`src/scd_regs.svh`:
```
// Register offsets, field positions, command codes and constants of the servo command decoder
`ifndef SCD_REGS_SVH
`define SCD_REGS_SVH

// ****************************************
// Register byte offsets
// ****************************************
`define SCD_OFF_CMD       8'h00
`define SCD_OFF_DATA      8'h04
`define SCD_OFF_MODE      8'h08
`define SCD_OFF_STATUS    8'h0C
`define SCD_OFF_REPLY_LO  8'h10
`define SCD_OFF_REPLY_HI  8'h14

// ****************************************
// Field positions
// ****************************************
`define SCD_CMD_CODE      7:0
`define SCD_CMD_DNO       15:8
`define SCD_MODE_PROG     0
`define SCD_MODE_TEST     6:4
`define SCD_MODE_STORED   9:8
`define SCD_MODE_UNIT     13:12
`define SCD_MODE_UNIT_DIS 14

// ****************************************
// Command codes and data numbers
// ****************************************
`define SCD_C_PT_POS    8'h40
`define SCD_C_PT_MCODE  8'h45
`define SCD_C_PT_SPEED  8'h50
`define SCD_C_PT_ACC    8'h54
`define SCD_C_PT_DEC    8'h58
`define SCD_C_PT_DWELL  8'h60
`define SCD_C_PT_AUX    8'h64
`define SCD_C_UNIT      8'h6C
`define SCD_C_GP_R      8'h6D
`define SCD_C_GP_D      8'h6E
`define SCD_C_GP_NUM    8'h6F
`define SCD_C_OTHERS    8'h00
`define SCD_C_ABS       8'h02
`define SCD_C_STAT_CLR  8'h81
`define SCD_C_ALARM     8'h82
`define SCD_C_GROUP     8'h85
`define SCD_C_IN_DEV    8'h92
`define SCD_C_PARAM     8'h94
`define SCD_D_00        8'h00
`define SCD_D_01        8'h01
`define SCD_D_PT_LAST   8'h1F
`define SCD_D_GP_LAST   8'h04
`define SCD_D_TEST      8'h12
`define SCD_D_STORED    8'h1D
`define SCD_D_CTRL      8'h1E
`define SCD_D_ABS_PLS   8'h90
`define SCD_D_ABS_CMD   8'h91
`define SCD_D_ALM_HIST  8'h20
`define SCD_D_IN_FIRST  8'h60
`define SCD_D_IN_LAST   8'h62
`define SCD_D_PARAM_LAST 8'hFF

// ****************************************
// Values
// ****************************************
`define SCD_KEY         32'h00001EA5
`define SCD_GRP_LAST    32'h00000005
`define SCD_GRP_POS     32'h0000000C
`define SCD_GP_COUNT    32'h00000004
`define SCD_CTRL_PT     32'h00000006
`define SCD_CTRL_PROG   32'h00000007
`define SCD_LEN_4       5'h04
`define SCD_LEN_8       5'h08
`define SCD_LEN_12      5'h0C
`define SCD_RESP_OKAY   2'h0
`define SCD_RESP_SLVERR 2'h2

`endif

```
`src/scd_pkg.sv`:
```
// Types of the servo command decoder
`default_nettype none
package scd_pkg;

  // Decoder sequence, Gray coded
  typedef enum logic [1:0] {SCD_IDLE = 2'b00, SCD_EXEC = 2'b01} scd_fsm_t;

  // Which internal value the lookup port is asked for
  typedef enum logic [3:0] {
    SCD_EXT_NONE, SCD_EXT_PT_POS, SCD_EXT_PT_SPEED, SCD_EXT_PT_ACC, SCD_EXT_PT_DEC,
    SCD_EXT_PT_DWELL, SCD_EXT_PT_AUX, SCD_EXT_GP_R, SCD_EXT_GP_D, SCD_EXT_ABS_PLS, SCD_EXT_ABS_CMD
  } scd_ext_t;

  // Outcome of the last command
  typedef enum logic [2:0] {
    SCD_RES_OK, SCD_RES_MODE, SCD_RES_KEY, SCD_RES_DATA, SCD_RES_UNKNOWN, SCD_RES_RESERVED, SCD_RES_NO_GROUP
  } scd_res_t;

  // Whole state of the decoder
  typedef struct packed {
    logic        aw_got;
    logic [7:0]  aw_addr;
    logic        w_got;
    logic [31:0] w_data;
    logic [3:0]  w_strb;
    logic        bvalid;
    logic [1:0]  bresp;
    logic        rvalid;
    logic [31:0] rdata;
    logic [1:0]  rresp;
    scd_fsm_t    fsm;
    logic [15:0] cmd;
    logic [31:0] wr_data;
    logic [14:0] mode;
    logic [3:0]  group;
    logic        group_valid;
    scd_res_t    result;
    logic [4:0]  frame_len;
    logic        done;
    logic [31:0] reply_lo;
    logic [15:0] reply_hi;
    logic [47:0] latch_pos;
    logic        latch_prev;
    logic        ev_stat_clr;
    logic        ev_alm_hist;
    logic        ev_alm_rst;
    logic        ev_param;
    logic        ev_in_dev;
    logic [7:0]  ev_index;
    logic [31:0] ev_data;
  } scd_state_t;

endpackage
`default_nettype wire

```
`src/scd_decoder.sv`:
```
// Servo link command decoder with AXI4-Lite register access
//
// The register offsets and the AXI4-Lite interface to the registers were left to the implementer.
`timescale 1ns/100ps
`default_nettype none
`include "scd_regs.svh"

module scd_decoder (
  input  wire logic        aclk,
  input  wire logic        aresetn,
  input  wire logic [7:0]  s_axi_awaddr,
  input  wire logic [2:0]  s_axi_awprot,
  input  wire logic        s_axi_awvalid,
  output logic             s_axi_awready,
  input  wire logic [31:0] s_axi_wdata,
  input  wire logic [3:0]  s_axi_wstrb,
  input  wire logic        s_axi_wvalid,
  output logic             s_axi_wready,
  output logic [1:0]       s_axi_bresp,
  output logic             s_axi_bvalid,
  input  wire logic        s_axi_bready,
  input  wire logic [7:0]  s_axi_araddr,
  input  wire logic [2:0]  s_axi_arprot,
  input  wire logic        s_axi_arvalid,
  output logic             s_axi_arready,
  output logic [31:0]      s_axi_rdata,
  output logic [1:0]       s_axi_rresp,
  output logic             s_axi_rvalid,
  input  wire logic        s_axi_rready,
  output scd_pkg::scd_ext_t ext_rd_kind,
  output logic [4:0]       ext_rd_index,
  input  wire logic [31:0] ext_rd_data,
  input  wire logic [31:0] current_position,
  input  wire logic        latch_position_input,
  input  wire logic        latch_position_instruction,
  output logic             status_clear,
  output logic             alarm_history_clear,
  output logic             alarm_reset,
  output logic             param_write,
  output logic [3:0]       param_group,
  output logic [7:0]       param_number,
  output logic [31:0]      param_value,
  output logic             input_dev_write,
  output logic [7:0]       input_dev_number,
  output logic [31:0]      input_dev_value
);

  // ****************************************
  // Helper functions
  // ****************************************

  // Byte-lane merge of a write into a stored word
  function automatic logic [31:0] merge(input logic [31:0] old, input logic [31:0] nw, input logic [3:0] strb);
    logic [31:0] r;
    r = old;
    for (int i = 0; i < 4; i++)
    begin
      if (strb[i])
        r[i*8 +: 8] = nw[i*8 +: 8];
    end
    return r;
  endfunction

  // Inclusive range check on a data number
  function automatic logic in_range(input logic [7:0] v, input logic [7:0] lo, input logic [7:0] hi);
    return (v >= lo) && (v <= hi);
  endfunction

  // Exact key match, upper half must be clear too
  function automatic logic key_ok(input logic [31:0] v);
    return v == `SCD_KEY;
  endfunction

  // ****************************************
  // State
  // ****************************************
  scd_pkg::scd_state_t q;    // Registered state
  scd_pkg::scd_state_t d;    // Next state
  logic [7:0]          cmd;  // Command code under execution
  logic [7:0]          dno;  // Data number under execution
  logic                prog; // Program mode selected
  logic [31:0]         mode_word;

  assign cmd  = q.cmd[`SCD_CMD_CODE];
  assign dno  = q.cmd[`SCD_CMD_DNO];
  assign prog = q.mode[`SCD_MODE_PROG];
  assign mode_word = {17'h00000, q.mode};

  // ****************************************
  // Handshakes and outputs
  // ****************************************
  // One write at a time; the response blocks a new address
  assign s_axi_awready = !q.aw_got && !q.bvalid;
  assign s_axi_wready  = !q.w_got && !q.bvalid;
  assign s_axi_arready = !q.rvalid;
  assign s_axi_bvalid  = q.bvalid;
  assign s_axi_bresp   = q.bresp;
  assign s_axi_rvalid  = q.rvalid;
  assign s_axi_rdata   = q.rdata;
  assign s_axi_rresp   = q.rresp;
  assign status_clear        = q.ev_stat_clr;
  assign alarm_history_clear = q.ev_alm_hist;
  assign alarm_reset         = q.ev_alm_rst;
  assign param_write         = q.ev_param;
  assign param_group         = q.group;
  assign param_number        = q.ev_index;
  assign param_value         = q.ev_data;
  assign input_dev_write     = q.ev_in_dev;
  assign input_dev_number    = q.ev_index;
  assign input_dev_value     = q.ev_data;
  assign ext_rd_index        = dno[4:0];

  // Lookup select follows the held command; the answer is used in the execute cycle
  always_comb
  begin
    unique case (cmd)
      `SCD_C_PT_POS:   ext_rd_kind = scd_pkg::SCD_EXT_PT_POS;
      `SCD_C_PT_SPEED: ext_rd_kind = scd_pkg::SCD_EXT_PT_SPEED;
      `SCD_C_PT_ACC:   ext_rd_kind = scd_pkg::SCD_EXT_PT_ACC;
      `SCD_C_PT_DEC:   ext_rd_kind = scd_pkg::SCD_EXT_PT_DEC;
      `SCD_C_PT_DWELL: ext_rd_kind = scd_pkg::SCD_EXT_PT_DWELL;
      `SCD_C_PT_AUX:   ext_rd_kind = scd_pkg::SCD_EXT_PT_AUX;
      `SCD_C_GP_R:     ext_rd_kind = scd_pkg::SCD_EXT_GP_R;
      `SCD_C_GP_D:     ext_rd_kind = scd_pkg::SCD_EXT_GP_D;
      `SCD_C_ABS:      ext_rd_kind = (dno == `SCD_D_ABS_CMD) ? scd_pkg::SCD_EXT_ABS_CMD
                                                            : scd_pkg::SCD_EXT_ABS_PLS;
      default:         ext_rd_kind = scd_pkg::SCD_EXT_NONE;
    endcase
  end

  // ****************************************
  // Next-state logic
  // ****************************************
  always_comb
  begin
    scd_pkg::scd_res_t res;
    logic [4:0]        len;
    logic [31:0]       rep;
    logic [31:0]       m;
    res = scd_pkg::SCD_RES_OK;
    len = `SCD_LEN_4;
    rep = 32'h00000000;
    m   = 32'h00000000;
    d   = q;
    // Events last one cycle
    d.ev_stat_clr = 1'b0;
    d.ev_alm_hist = 1'b0;
    d.ev_alm_rst  = 1'b0;
    d.ev_param    = 1'b0;
    d.ev_in_dev   = 1'b0;

    // Position capture on the rising latch input while the instruction runs
    d.latch_prev = latch_position_input;
    if (latch_position_input && !q.latch_prev && latch_position_instruction)
      d.latch_pos = {{16{current_position[31]}}, current_position};

    // Write address and data may come in either order
    if (s_axi_awvalid && s_axi_awready)
    begin
      d.aw_got  = 1'b1;
      d.aw_addr = s_axi_awaddr;
    end
    if (s_axi_wvalid && s_axi_wready)
    begin
      d.w_got  = 1'b1;
      d.w_data = s_axi_wdata;
      d.w_strb = s_axi_wstrb;
    end
    if (q.bvalid && s_axi_bready)
      d.bvalid = 1'b0;

    // Register write; held off while a command executes so the command word stays stable
    if (q.aw_got && q.w_got && !q.bvalid && q.fsm == scd_pkg::SCD_IDLE)
    begin
      d.aw_got = 1'b0;
      d.w_got  = 1'b0;
      d.bvalid = 1'b1;
      d.bresp  = `SCD_RESP_OKAY;
      case (q.aw_addr)
        `SCD_OFF_CMD:
        begin
          // Writing the command word launches it
          m      = merge({16'h0000, q.cmd}, q.w_data, q.w_strb);
          d.cmd  = m[15:0];
          d.fsm  = scd_pkg::SCD_EXEC;
          d.done = 1'b0;
        end
        `SCD_OFF_DATA:
          d.wr_data = merge(q.wr_data, q.w_data, q.w_strb);
        `SCD_OFF_MODE:
        begin
          m      = merge(mode_word, q.w_data, q.w_strb);
          d.mode = m[14:0];
        end
        // Read-only words ignore writes
        `SCD_OFF_STATUS, `SCD_OFF_REPLY_LO, `SCD_OFF_REPLY_HI: ;
        default:
          d.bresp = `SCD_RESP_SLVERR;
      endcase
    end

    // Register read, unmapped reads answer zero with an error
    if (q.rvalid && s_axi_rready)
      d.rvalid = 1'b0;
    if (s_axi_arvalid && s_axi_arready)
    begin
      d.rvalid = 1'b1;
      d.rresp  = `SCD_RESP_OKAY;
      case (s_axi_araddr)
        `SCD_OFF_CMD:      d.rdata = {16'h0000, q.cmd};
        `SCD_OFF_DATA:     d.rdata = q.wr_data;
        `SCD_OFF_MODE:     d.rdata = mode_word;
        `SCD_OFF_STATUS:   d.rdata = {8'h00, q.group, 3'h0, q.group_valid, 3'h0, q.frame_len,
                                      1'b0, q.result, 2'h0, q.done, q.fsm == scd_pkg::SCD_EXEC};
        `SCD_OFF_REPLY_LO: d.rdata = q.reply_lo;
        `SCD_OFF_REPLY_HI: d.rdata = {16'h0000, q.reply_hi};
        default:
        begin
          d.rdata = 32'h00000000;
          d.rresp = `SCD_RESP_SLVERR;
        end
      endcase
    end

    // Command execution, one cycle
    if (q.fsm == scd_pkg::SCD_EXEC)
    begin
      case (cmd)
        // Table reads, point-table mode only
        `SCD_C_PT_POS, `SCD_C_PT_SPEED, `SCD_C_PT_ACC, `SCD_C_PT_DEC, `SCD_C_PT_DWELL, `SCD_C_PT_AUX:
        begin
          if (!in_range(dno, `SCD_D_01, `SCD_D_PT_LAST))
            res = scd_pkg::SCD_RES_DATA;
          else if (prog)
            res = scd_pkg::SCD_RES_MODE;
          else
          begin
            rep = ext_rd_data;
            len = `SCD_LEN_8;
          end
        end
        `SCD_C_PT_MCODE:
          res = scd_pkg::SCD_RES_RESERVED;
        `SCD_C_UNIT:
        begin
          if (dno == `SCD_D_00)
            rep = {24'h000000, 3'h0, q.mode[`SCD_MODE_UNIT_DIS], 2'h0, q.mode[`SCD_MODE_UNIT]};
          else if (dno != `SCD_D_01)
            res = scd_pkg::SCD_RES_DATA;
          else if (!prog)
            res = scd_pkg::SCD_RES_MODE;
          else
          begin
            rep = q.latch_pos[31:0];
            len = `SCD_LEN_12;
          end
        end
        `SCD_C_GP_R, `SCD_C_GP_D:
        begin
          if (!in_range(dno, `SCD_D_01, `SCD_D_GP_LAST))
            res = scd_pkg::SCD_RES_DATA;
          else if (!prog)
            res = scd_pkg::SCD_RES_MODE;
          else
          begin
            rep = ext_rd_data;
            len = `SCD_LEN_8;
          end
        end
        `SCD_C_GP_NUM:
        begin
          if (dno > `SCD_D_01)
            res = scd_pkg::SCD_RES_DATA;
          else if (!prog)
            res = scd_pkg::SCD_RES_MODE;
          else
          begin
            rep = `SCD_GP_COUNT;
            len = `SCD_LEN_8;
          end
        end
        `SCD_C_OTHERS:
        begin
          if (dno == `SCD_D_TEST)
            rep = {29'h00000000, q.mode[`SCD_MODE_TEST]};
          else if (dno == `SCD_D_STORED)
            rep = {30'h00000000, q.mode[`SCD_MODE_STORED]};
          else if (dno == `SCD_D_CTRL)
            rep = prog ? `SCD_CTRL_PROG : `SCD_CTRL_PT;
          else
            res = scd_pkg::SCD_RES_DATA;
        end
        `SCD_C_ABS:
        begin
          if (dno == `SCD_D_ABS_PLS || dno == `SCD_D_ABS_CMD)
          begin
            rep = ext_rd_data;
            len = `SCD_LEN_8;
          end
          else
            res = scd_pkg::SCD_RES_DATA;
        end
        `SCD_C_STAT_CLR:
        begin
          if (dno != `SCD_D_00)
            res = scd_pkg::SCD_RES_DATA;
          else if (!key_ok(q.wr_data))
            res = scd_pkg::SCD_RES_KEY;
          else
            d.ev_stat_clr = 1'b1;
        end
        `SCD_C_GROUP:
        begin
          // Group values 0-5 and the positioning group only
          if (dno == `SCD_D_00 && (q.wr_data <= `SCD_GRP_LAST || q.wr_data == `SCD_GRP_POS))
          begin
            d.group       = q.wr_data[3:0];
            d.group_valid = 1'b1;
          end
          else
            res = scd_pkg::SCD_RES_DATA;
        end
        `SCD_C_PARAM:
        begin
          len = `SCD_LEN_12;
          if (!in_range(dno, `SCD_D_01, `SCD_D_PARAM_LAST))
            res = scd_pkg::SCD_RES_DATA;
          else if (!q.group_valid)
            res = scd_pkg::SCD_RES_NO_GROUP;
          else
          begin
            d.ev_param = 1'b1;
            d.ev_index = dno;
            d.ev_data  = q.wr_data;
          end
        end
        `SCD_C_IN_DEV:
        begin
          len = `SCD_LEN_8;
          if (in_range(dno, `SCD_D_IN_FIRST, `SCD_D_IN_LAST))
          begin
            d.ev_in_dev = 1'b1;
            d.ev_index  = dno;
            d.ev_data   = q.wr_data;
          end
          else
            res = scd_pkg::SCD_RES_DATA;
        end
        `SCD_C_ALARM:
        begin
          if (dno != `SCD_D_ALM_HIST && dno != `SCD_D_00)
            res = scd_pkg::SCD_RES_DATA;
          else if (!key_ok(q.wr_data))
            res = scd_pkg::SCD_RES_KEY;
          else if (dno == `SCD_D_ALM_HIST)
            d.ev_alm_hist = 1'b1;
          else
            d.ev_alm_rst = 1'b1;
        end
        default:
          res = scd_pkg::SCD_RES_UNKNOWN;
      endcase
      // Reply only kept for a successful command
      d.result    = res;
      d.frame_len = len;
      d.reply_lo  = (res == scd_pkg::SCD_RES_OK) ? rep : 32'h00000000;
      d.reply_hi  = (res == scd_pkg::SCD_RES_OK && len == `SCD_LEN_12 && cmd == `SCD_C_UNIT)
                    ? q.latch_pos[47:32] : 16'h0000;
      d.done      = 1'b1;
      d.fsm       = scd_pkg::SCD_IDLE;
    end
  end

  // ****************************************
  // State register
  // ****************************************
  always_ff @(posedge aclk)
  begin
    if (!aresetn)
      q <= '0;
    else
      q <= d;
  end

  logic exec;
  assign exec = q.fsm == scd_pkg::SCD_EXEC;
endmodule
`default_nettype wire

```
`config.mk`:
```
export PLATFORM = sky130hd
export DESIGN_NAME = scd_decoder
export DESIGN_NICKNAME = d
export VERILOG_FILES = /design/src/scd_pkg.sv /design/src/scd_decoder.sv
export VERILOG_INCLUDE_DIRS = /design/src
export SDC_FILE = /design/constraint.sdc
export NUM_CORES = 1
export LEC_CHECK = 0
export ABC_AREA = 1
export BUFFER_PORTS_ARGS = -buffer_cell sky130_fd_sc_hd__buf_4
export CAP_MARGIN = 20
export CORE_MARGIN = 10
export CORE_UTILIZATION = 56
export DETAILED_ROUTE_END_ITERATION = 10
export HOLD_SLACK_MARGIN = 0.08
export PLACE_DENSITY = 0.81
export RECOVER_POWER = 50
export SETUP_SLACK_MARGIN = 0.02
export SLEW_MARGIN = 15
export SYNTH_ARGS = -nofsm -noshare
export SYNTH_HDL_FRONTEND = slang
export SYNTH_SLANG_ARGS = --single-unit
export TNS_END_PERCENT = 50
```
`constraint.sdc`:
```
create_clock -name aclk -period 2 [get_ports aclk]
set_input_delay 0.3 -clock aclk [delete_from_list [all_inputs] [get_ports aclk]]
set_output_delay 0.3 -clock aclk [all_outputs]
set_load 0.02 [all_outputs]
```
* After elaboration in Yosys (flattened, before gate mapping)
Cells that the tools add are included.
** Operators by class
- Eq/ne operators :: 41
- Bitwise logic cells :: 5
- Muxes and demuxes :: 68
- Reduce and logical (&&, ||, !) cells :: 61
- Magnitude comparators :: 8
** Operators with widths (count)
- one-hot mux 32 bit (6 select lines) :: 2
- two-way mux 32 bit :: 9
- equality test 8 x 7 -> 1 bit, second input constant :: 11
- two-way mux 40 bit :: 2
- one-hot mux 40 bit (2 select lines) :: 1
- equality test 8 x 5 -> 1 bit, second input constant :: 7
- equality test 8 bit, second input constant :: 7
- two-way mux 49 bit :: 1
- two-way mux 41 bit :: 1
- two-way mux 3 bit :: 12
- one-hot mux 3 bit (12 select lines) :: 1
- one-hot mux 4 bit (9 select lines) :: 1
- two-way mux 35 bit :: 1
- one-hot mux 5 bit (7 select lines) :: 1
- equality test 32 x 13 -> 1 bit, second input constant :: 1
- equality test 32 x 4 -> 1 bit, second input constant :: 1
- equality test 8 x 4 -> 1 bit, second input constant :: 4
- <= comparator 32 x 3 -> 1 bit, second input constant :: 1
- zero test 8 bit :: 4
- two-way mux 4 bit :: 8
- AND reduction 3 bit :: 10
- two-way mux 2 bit :: 14
- logical AND 1 bit :: 20
- OR reduction 6 bit :: 3
- 30 further kinds :: 60
** Storage, ports and cells
- Register bits :: 288
- Word-level logic and storage cells :: 218
- Input port bits :: 131
- Output and inout port bits :: 139

* Longest topological paths before layout
Gate-level depths: netlist of run 1.
- Word-level depth :: 11
- Mapped depth :: 14
- Gate-level depth less buffers :: 13

* Least setup slack after synthesis of run 1
Ideal clock, no wire load.
- Path type :: register -> output
- Start point :: reg q (netlist bit ext_rd_index[3])
- End point :: out ext_rd_kind[1]
- Path buffers :: 2
- Required time :: 1.700 ns
- Stages on the path, launching flop included :: 8
- Path slack :: 0.423 ns
- Data arrival time :: 1.277 ns
- Path through :: dfxtp_1 buf_2 nor2_4 nand2_1 nor2_2 buf_2 nand3_1 nand4_1
** Between the ends
- Word-level cells in the longest chain between the ends :: 3
** RTL lines
- from (decl) :: line scd_decoder.sv:77 : scd_pkg::scd_state_t q;
- from (signal assigned) :: line scd_decoder.sv:380 : q <= '0;
- from (signal assigned) :: line scd_decoder.sv:382 : q <= d;
- equality test 8 bit (no source line)
- two-way mux 2 bit :: line scd_decoder.sv:125 : `SCD_C_ABS: ext_rd_kind = (dno == `SCD_D_ABS_CMD) ? scd_pkg::SCD_EXT_ABS_CMD
- one-hot mux 4 bit (9 select lines) :: line scd_decoder.sv:116 : unique case (cmd)
- to (decl) :: line scd_decoder.sv:30 : output scd_pkg::scd_ext_t ext_rd_kind,
Every way passes these cells.

* Worst setup path after layout of run 1
- Start point :: reg q (netlist bit cmd[1])
- End point :: out ext_rd_kind[3]
** Between the ends
- Word-level cells in the longest chain between the ends :: 2
- Elaborated cells between the ends (all ways) :: 10
- Those cells by class :: eq/ne: 9; mux: 1
** RTL lines (line)
- equality test 8 x 2 -> 1 bit / equality test 8 x 7 -> 1 bit (equally long branches) :: scd_decoder.sv:116
- one-hot mux 4 bit (9 select lines) * :: scd_decoder.sv:116
Mark *: on every way between the ends. The rest lies on a longest branch, timed or not.

==> flow_summary_export.csv, run 1 <==
group,metric,value,unit
worst_hold_path,min_path_type,"input pin to register",
worst_hold_path,worstHoldStart,"s_axi_wdata[14]",
detailed_routing,remaining_drc_errors,0,
synthesis,synth_largest_area_cell,"dfxtp_1",
detailed_routing,drt_iter0_markers,1532,
sta,whs,0.0781,ns
worst_hold_path,min_to,"q[277]",
global_routing,grt_overflow,0,
synthesis,syn_inst,1979,
clock_network,clk_pin_slew,0.06,ns
detailed_routing,via_count,14439,
finish,area_growth,28.4,%
setup_path,rr_endpoint,"q[133]",
sta,final_hold_viol_count,0,
global_routing,grt_usage,0.295,
synthesis,synth_edf_count,0,
sta,setup_viol,4,
synthesis,syn_avg_cell_area,6.77,sq um
floorplan,die_h,175,um
clock_network,cts_tree,"built",
sta,fmax,491,MHz
sta,tightest_slew,1.59,ns
detailed_routing,finalWirelength,48500,um
finish,fin_cells,2562,
finish,drive_above_1_share,0.215,
setup_path,max_stage_delay,0.38,ns
run,cap_violations,1,
synthesis,synth-main-ff-cell,"dfxtp_1",
sta,rsz0062_at_grt,"yes",
sta,slew_viol_final,44,
place,placed_area,0.0151,sq mm
synthesis,yosysSeqAreaShare,0.401,
setup_path,cpLargestDelayFamily,"simple AND/OR/NAND/NOR gates",
global_routing,grt_pass1_vias,13688,
synthesis,ys_ff_latch,268,
pwr,peakVddDrop,662,uV
floorplan,die_w,175,um
synthesis,synth_top_cell_area_share,0.401,
pwr,power,11.8,mW
sta,fin_crit_sh,1.02,
place,pre_cts_slack,0.0675,ns
setup_path,reg2reg_slack,0.04,ns
floorplan,pin_count,270,
sta,max-slew-margin-rel,-0.0583,
detailed_routing,post_drt_via_cell_ratio,5.64,
finish,num-nets-final,2353,
global_routing,grt_max_degree,64,
place,port_buffers,261,
setup_path,crit_type,"register to output port",
clock_network,cts_sinks,268,
setup_path,cp_max_fo,20,
floorplan,initial_core_util,0.570,
floorplan,fp-row-count,56,
setup_path,r2r_cells,14,
detailed_routing,wire_per_inst,18.9,um
finish,final_util,0.732,
place,dp_hpwl,33600,um
setup_path,crit_path_start_kind,"register",
finish,final_area,0.0172,sq mm
place,gp_congestion,0.979,
setup_path,worst-path-buf-inv,3,
setup_path,path_common_cell,"nor2_4",
pwr,powerDensity,687,mW/mm^2
pwr,power.switching,2.79,mW
synthesis,async_flop_share,0,
setup_path,cpMaxStageDelayCell,"dfxtp_4",
synthesis,synth_cell_types,39,
detailed_routing,postRouteAntennaNets,0,
synthesis,synth_area,0.0134,sq mm
detailed_routing,drt_pre_antenna_iters,7,
clock_network,clock_path_buffers,3,
clock_network,cts-buffers-inserted,27,
outcome,violations,"max-capacitance violations, max-slew violations, negative setup slack",
sta,worst_slack,-0.0380,ns
pwr,leakage,7.59,nW
setup_path,r2r_start,"cmd[4]",
setup_path,worstPathCellList,"inv_2, nor2_4, nand2_4, nor2_4, inv_6, nand2_1, buf_4",
outcome,status,"complete, but fails checks",
sta,tns,-0.118,ns
synthesis,synth_most_common_cell,"nand2_1",
pwr,internal_power,9.03,mW
synthesis,synthTopCellsByCount,"nand2_1 (427), dfxtp_1 (268), nor2_1 (267)",
place,place_inst,2412,
setup_path,crit_arrival,1.74,ns
sta,period_needed,2.04,ns
setup_path,cp.required,1.70,ns
pwr,sequentialPowerShare,0.472,
worst_hold_path,hold_depth,3,
floorplan,die-area,0.0305,sq mm
clock_network,clk-insertion-delay-late,0.55,ns
sta,finalClockSkew,0.0155,ns
synthesis,synth_area_leaders,"dfxtp_1 (40%), nand2_1 (12%), o21ai_0 (7.6%)",
pwr,switching_share,0.236,
clock_network,htree_levels,1,
global_routing,grt_antenna_before_repair,3,
synthesis,ys_warn_count,0,
floorplan,coreArea,0.0235,sq mm
setup_path,cp-end-kind,"output port",
global_routing,grt_pass1_wl,74200,um
setup_path,cp.depth,7,
pwr,clkPwrFrac,0.444,
pwr,combPwrFrac,0.084,
clock_network,cts-root-buf,"clkbuf_16",
-- state kept, by name, indices dropped and copies added, names as in the netlist, 3 cells and up --
register,count
ext_rd_index,5
s_axi_rdata,32
input_dev_number,8
q,152
dno,3
mode_word,15
input_dev_value,32
param_group,4
cmd,8
-- timing repair --
action                     4_1_cts  5_1_grt
hold endpoints to repair        78        0
resized for setup               43       50
pin swaps                        6       16
setup endpoints to repair        4       94
buffers inserted                 6       14
hold buffers                    78        0
gates cloned                     1        4
-- cells in the final DEF (no fill, tap or decap), types with 22 or more instances in the layout --
cell | Yosys | final
nor2_1 | 267 | 256
o21ai_0 | 204 | 202
a21oi_1 | 192 | 186
dfxtp_1 | 268 | 253
buf_4 | 130 | 305
inv_1 | 139 | 134
nand2_1 | 427 | 415
dlygate4sd3_1 | 0 | 78
clkbuf_16 | 0 | 31
nor3_1 | 24 | 24
nand4_1 | 54 | 54
inv_2 | 22 | 22
clkbuf_1 | 62 | 36
nand3_1 | 78 | 74
-- how the worst max path moves through the flow --
stage                      to            start  slack [ns]
2_1_floorplan  ext_rd_kind[1]  ext_rd_index[3]        0.42
3_3_place_gp           q[141]           cmd[3]        0.07
3_5_place_dp           q[131]           dno[6]        0.07
4_1_cts        ext_rd_kind[0]           cmd[1]       -0.03
5_1_grt        ext_rd_kind[0]           cmd[1]       -0.12
6_report       ext_rd_kind[3]           cmd[1]       -0.04
-- layer usage --
layer / up-vias / global-route usage / wire (um)
li1: 6801 / - / -
met1: 6703 / 0.375 / 19300
met2: 817 / 0.498 / 23100
met3: 114 / 0.0558 / 4570
met4: 4 / 0.0887 / 1380
met5: - / 0 / 27
-- cell families after synthesis --
group,Yosys count,synth area share
AND/OR/NAND/NOR,882,0.278
AO/OA/AOI/OAI,436,0.168
flip-flops,268,0.401
buffers and inverters,392,0.153
other,1,0.000280
-- tightest hold or removal path: cells and delay by family --
kind	cells	cell delay (ns)
AO/OA/AOI/OAI	2	0.22
buffers and inverters	1	0.07
-- power groups by stage --
stage / clock network, mW / logic, mW / registers (mW)
floorplan: 0 / 0.446 / 5.66
global placement: 0 / 0.800 / 5.68
detailed placement: 0 / 0.819 / 5.69
CTS: 5.26 / 0.948 / 5.57
global route: 5.47 / 1.08 / 5.58
finish: 5.24 / 0.997 / 5.57
-- final cells by class --
type	count	area, sq um
diodes	1	2.50
clock buffers	37	783
clock inverters	12	141
fillers	1818	6280
inverters	163	629
multi-input cells	1320	6170
flip-flops and latches	268	5400
well taps	319	399
repair buffers	442	3660
No activity file was read; power rests on OpenSTA's default activity.
==> run 2: changes to the inputs <==
- CELL_PAD_IN_SITES_DETAIL_PLACEMENT: default -> 0
- CELL_PAD_IN_SITES_GLOBAL_PLACEMENT: default -> 1
- CORE_UTILIZATION: 56 -> 39
- CTS_CLUSTER_SIZE: default -> 30
- PLACE_DENSITY: 0.81 -> default
- PLACE_DENSITY_LB_ADDON: default -> 0.1
==> run 2 against run 1 <==
  * The run ends with negative setup slack left
  * Combinational power barely moved
  * Sequential cell count unchanged
  * Clock-buffer cell count increased by 8
  * Non-clock buffer count rose by 26
  * Register-to-register slack gained 0.09 ns
  * Critical path depth grew 1
  * First-iteration DRC count decreased by 42%
  * Total power up 1.2%
  * Critical endpoint is now ext_rd_kind[1]
  * Largest cell class unchanged
  * Largest power group unchanged
  * Highest routed layer is now met4
==> flow_summary_export.csv, run 2 (same netlist as run 1, synthesis figures left out) <==
group,metric,value,unit
floorplan,die_w,205,um
global_routing,grt_pass1_vias,13164,
clock_network,cts-root-buf,"clkbuf_16",
detailed_routing,post_drt_via_cell_ratio,5.04,
clock_network,htree_levels,1,
sta,max-slew-margin-rel,0.438,
sta,final_hold_viol_count,0,
finish,regMostFlops,"q",
setup_path,cp_max_fo,3,
floorplan,die_h,205,um
sta,fin_crit_sh,1.03,
setup_path,crit_type,"register to output port",
setup_path,cp-end-kind,"output port",
finish,layout_common_cells,"nand2_1 (415), dfxtp_1 (257), nor2_1 (254), buf_4 (223), o21ai_0 (199)",
pwr,internal_power,9.05,mW
clock_network,clk-insertion-delay-late,0.56,ns
place,dp_hpwl,38500,um
clock_network,cts_tree,"built",
outcome,violations,"negative setup slack",
floorplan,coreArea,0.0337,sq mm
setup_path,crit_arrival,1.75,ns
floorplan,fp-row-count,67,
detailed_routing,drt_iter0_markers,894,
finish,num-nets-final,2382,
finish,final_util,0.510,
global_routing,grt_overflow,0,
place,port_buffers,261,
sta,tns,-0.133,ns
detailed_routing,drt_pre_antenna_iters,5,
finish,multi_input_area,0.00617,sq mm
clock_network,cts-buffers-inserted,30,
finish,regArea,0.00539,sq mm
pwr,power,12.0,mW
finish,fill_cells,3616,
finish,layout_commonest_cell,"nand2_1",
pwr,leakage,7.31,nW
finish,largest_register_ffs,152,
global_routing,grt_usage,0.233,
pwr,combPwrFrac,0.085,
pwr,power.switching,2.91,mW
place,gp_congestion,0.915,
detailed_routing,finalWirelength,52300,um
detailed_routing,wire_per_inst,19.3,um
pwr,sequentialPowerShare,0.466,
setup_path,cp.required,1.70,ns
outcome,status,"complete, but fails checks",
sta,slew_viol_final,0,
sta,worst_slack,-0.0522,ns
clock_network,clock_path_buffers,3,
pwr,switching_share,0.243,
clock_network,clk_pin_slew,0.06,ns
pwr,clkPwrFrac,0.449,
sta,finalClockSkew,0.00672,ns
setup_path,crit_path_start_kind,"register",
global_routing,grt_antenna_before_repair,0,
sta,period_needed,2.05,ns
detailed_routing,via_count,13698,
sta,setup_viol,3,
sta,rsz0062_at_grt,"yes",
run,cap_violations,0,
detailed_routing,postRouteAntennaNets,0,
clock_network,cts_sinks,268,
place,placed_area,0.0154,sq mm
pwr,peakVddDrop,660,uV
floorplan,initial_core_util,0.397,
pwr,powerDensity,696,mW/mm^2
sta,fmax,487,MHz
global_routing,grt_max_degree,127,
sta,whs,0.0806,ns
sta,tightest_slew,0.842,ns
global_routing,grt_pass1_wl,77700,um
finish,area_growth,28.3,%
floorplan,pin_count,270,
floorplan,die-area,0.0421,sq mm
finish,final_area,0.0172,sq mm
worst_hold_path,min_path_type,"input pin to register",
finish,drive_above_1_share,0.176,
detailed_routing,remaining_drc_errors,0,
run 2: cell types whose count changed in the layout (fill, tap and decap cells not counted), sizes merged:
cell,before,now
clkinv,9,4
clkbuf,75,180
buf,325,249
bufbuf,1,0
bufinv,3,1
dlygate4sd3,78,84
run 2: worst paths after layout:
check | startpoint | end | slack, ns | depth (start not counted)
max | cmd[7] | ext_rd_kind[1] | -0.05 | 8
min | s_axi_wdata[0] | q[263] | 0.08 | 3
max reg2reg | cmd[7] | q[137] | 0.13 | 12
min reg2reg | q[128] | q[128] | 0.45 | 2
run 2: worst max-delay path, cell delays in order (launching register included):
cell	delay, ns
dfxtp_2	0.32
inv_2	0.08
buf_6	0.11
nand3_4	0.09
nor2_4	0.17
buf_6	0.13
nand3_2	0.07
nand4_1	0.07
buf_4	0.14
run 2: power by group through the flow:
stage	clock, mW	sequential [mW]	combinational [mW]
after global routing	5.64	5.58	1.12
after global placement	0	5.69	0.874
final	5.36	5.57	1.02
after detailed placement	0	5.69	0.881
after CTS	5.45	5.57	1.02
after floorplan	0	5.66	0.446
run 2: metrics by stage:
| step | instances | setup slack (ns) |
|---|---|---|
| 2_1_floorplan | 1980 | 0.423 |
| 3_3_place_gp | 2560 | 0.0529 |
| 3_5_place_dp | 2560 | 0.0203 |
| 4_1_cts | 2707 | -0.0441 |
| 5_1_grt | 2717 | -0.128 |
| 6_report | 2718 | -0.0522 |
run 2: layer usage:
metal | share of wire | global-route usage | vias up
li1 | - | - | 6849
met1 | 0.44 | 0.300 | 6430
met2 | 0.49 | 0.405 | 359
met3 | 0.051 | 0.0341 | 60
met4 | 0.019 | 0.0488 | 0
met5 | 0 | 0 | -
run 2: what timing repair did:
item,4_1_cts,5_1_grt
pin swaps,11,15
endpoints found under the hold margin,84,0
setup endpoints to repair,5,77
cloned,0,4
setup buffers,14,6
hold buffers,84,0
gates resized for setup,52,49
run 2: layout make-up:
type / instances / area share
Clock inverter: 5 / 0.00328
Clock buffer: 45 / 0.0511
Sequential cell: 268 / 0.314
Multi-Input combinational cell: 1320 / 0.359
Timing Repair Buffer: 468 / 0.203
Tap cell: 448 / 0.0326
Inverter: 163 / 0.0369
Antenna cell: 1 / 0.000146
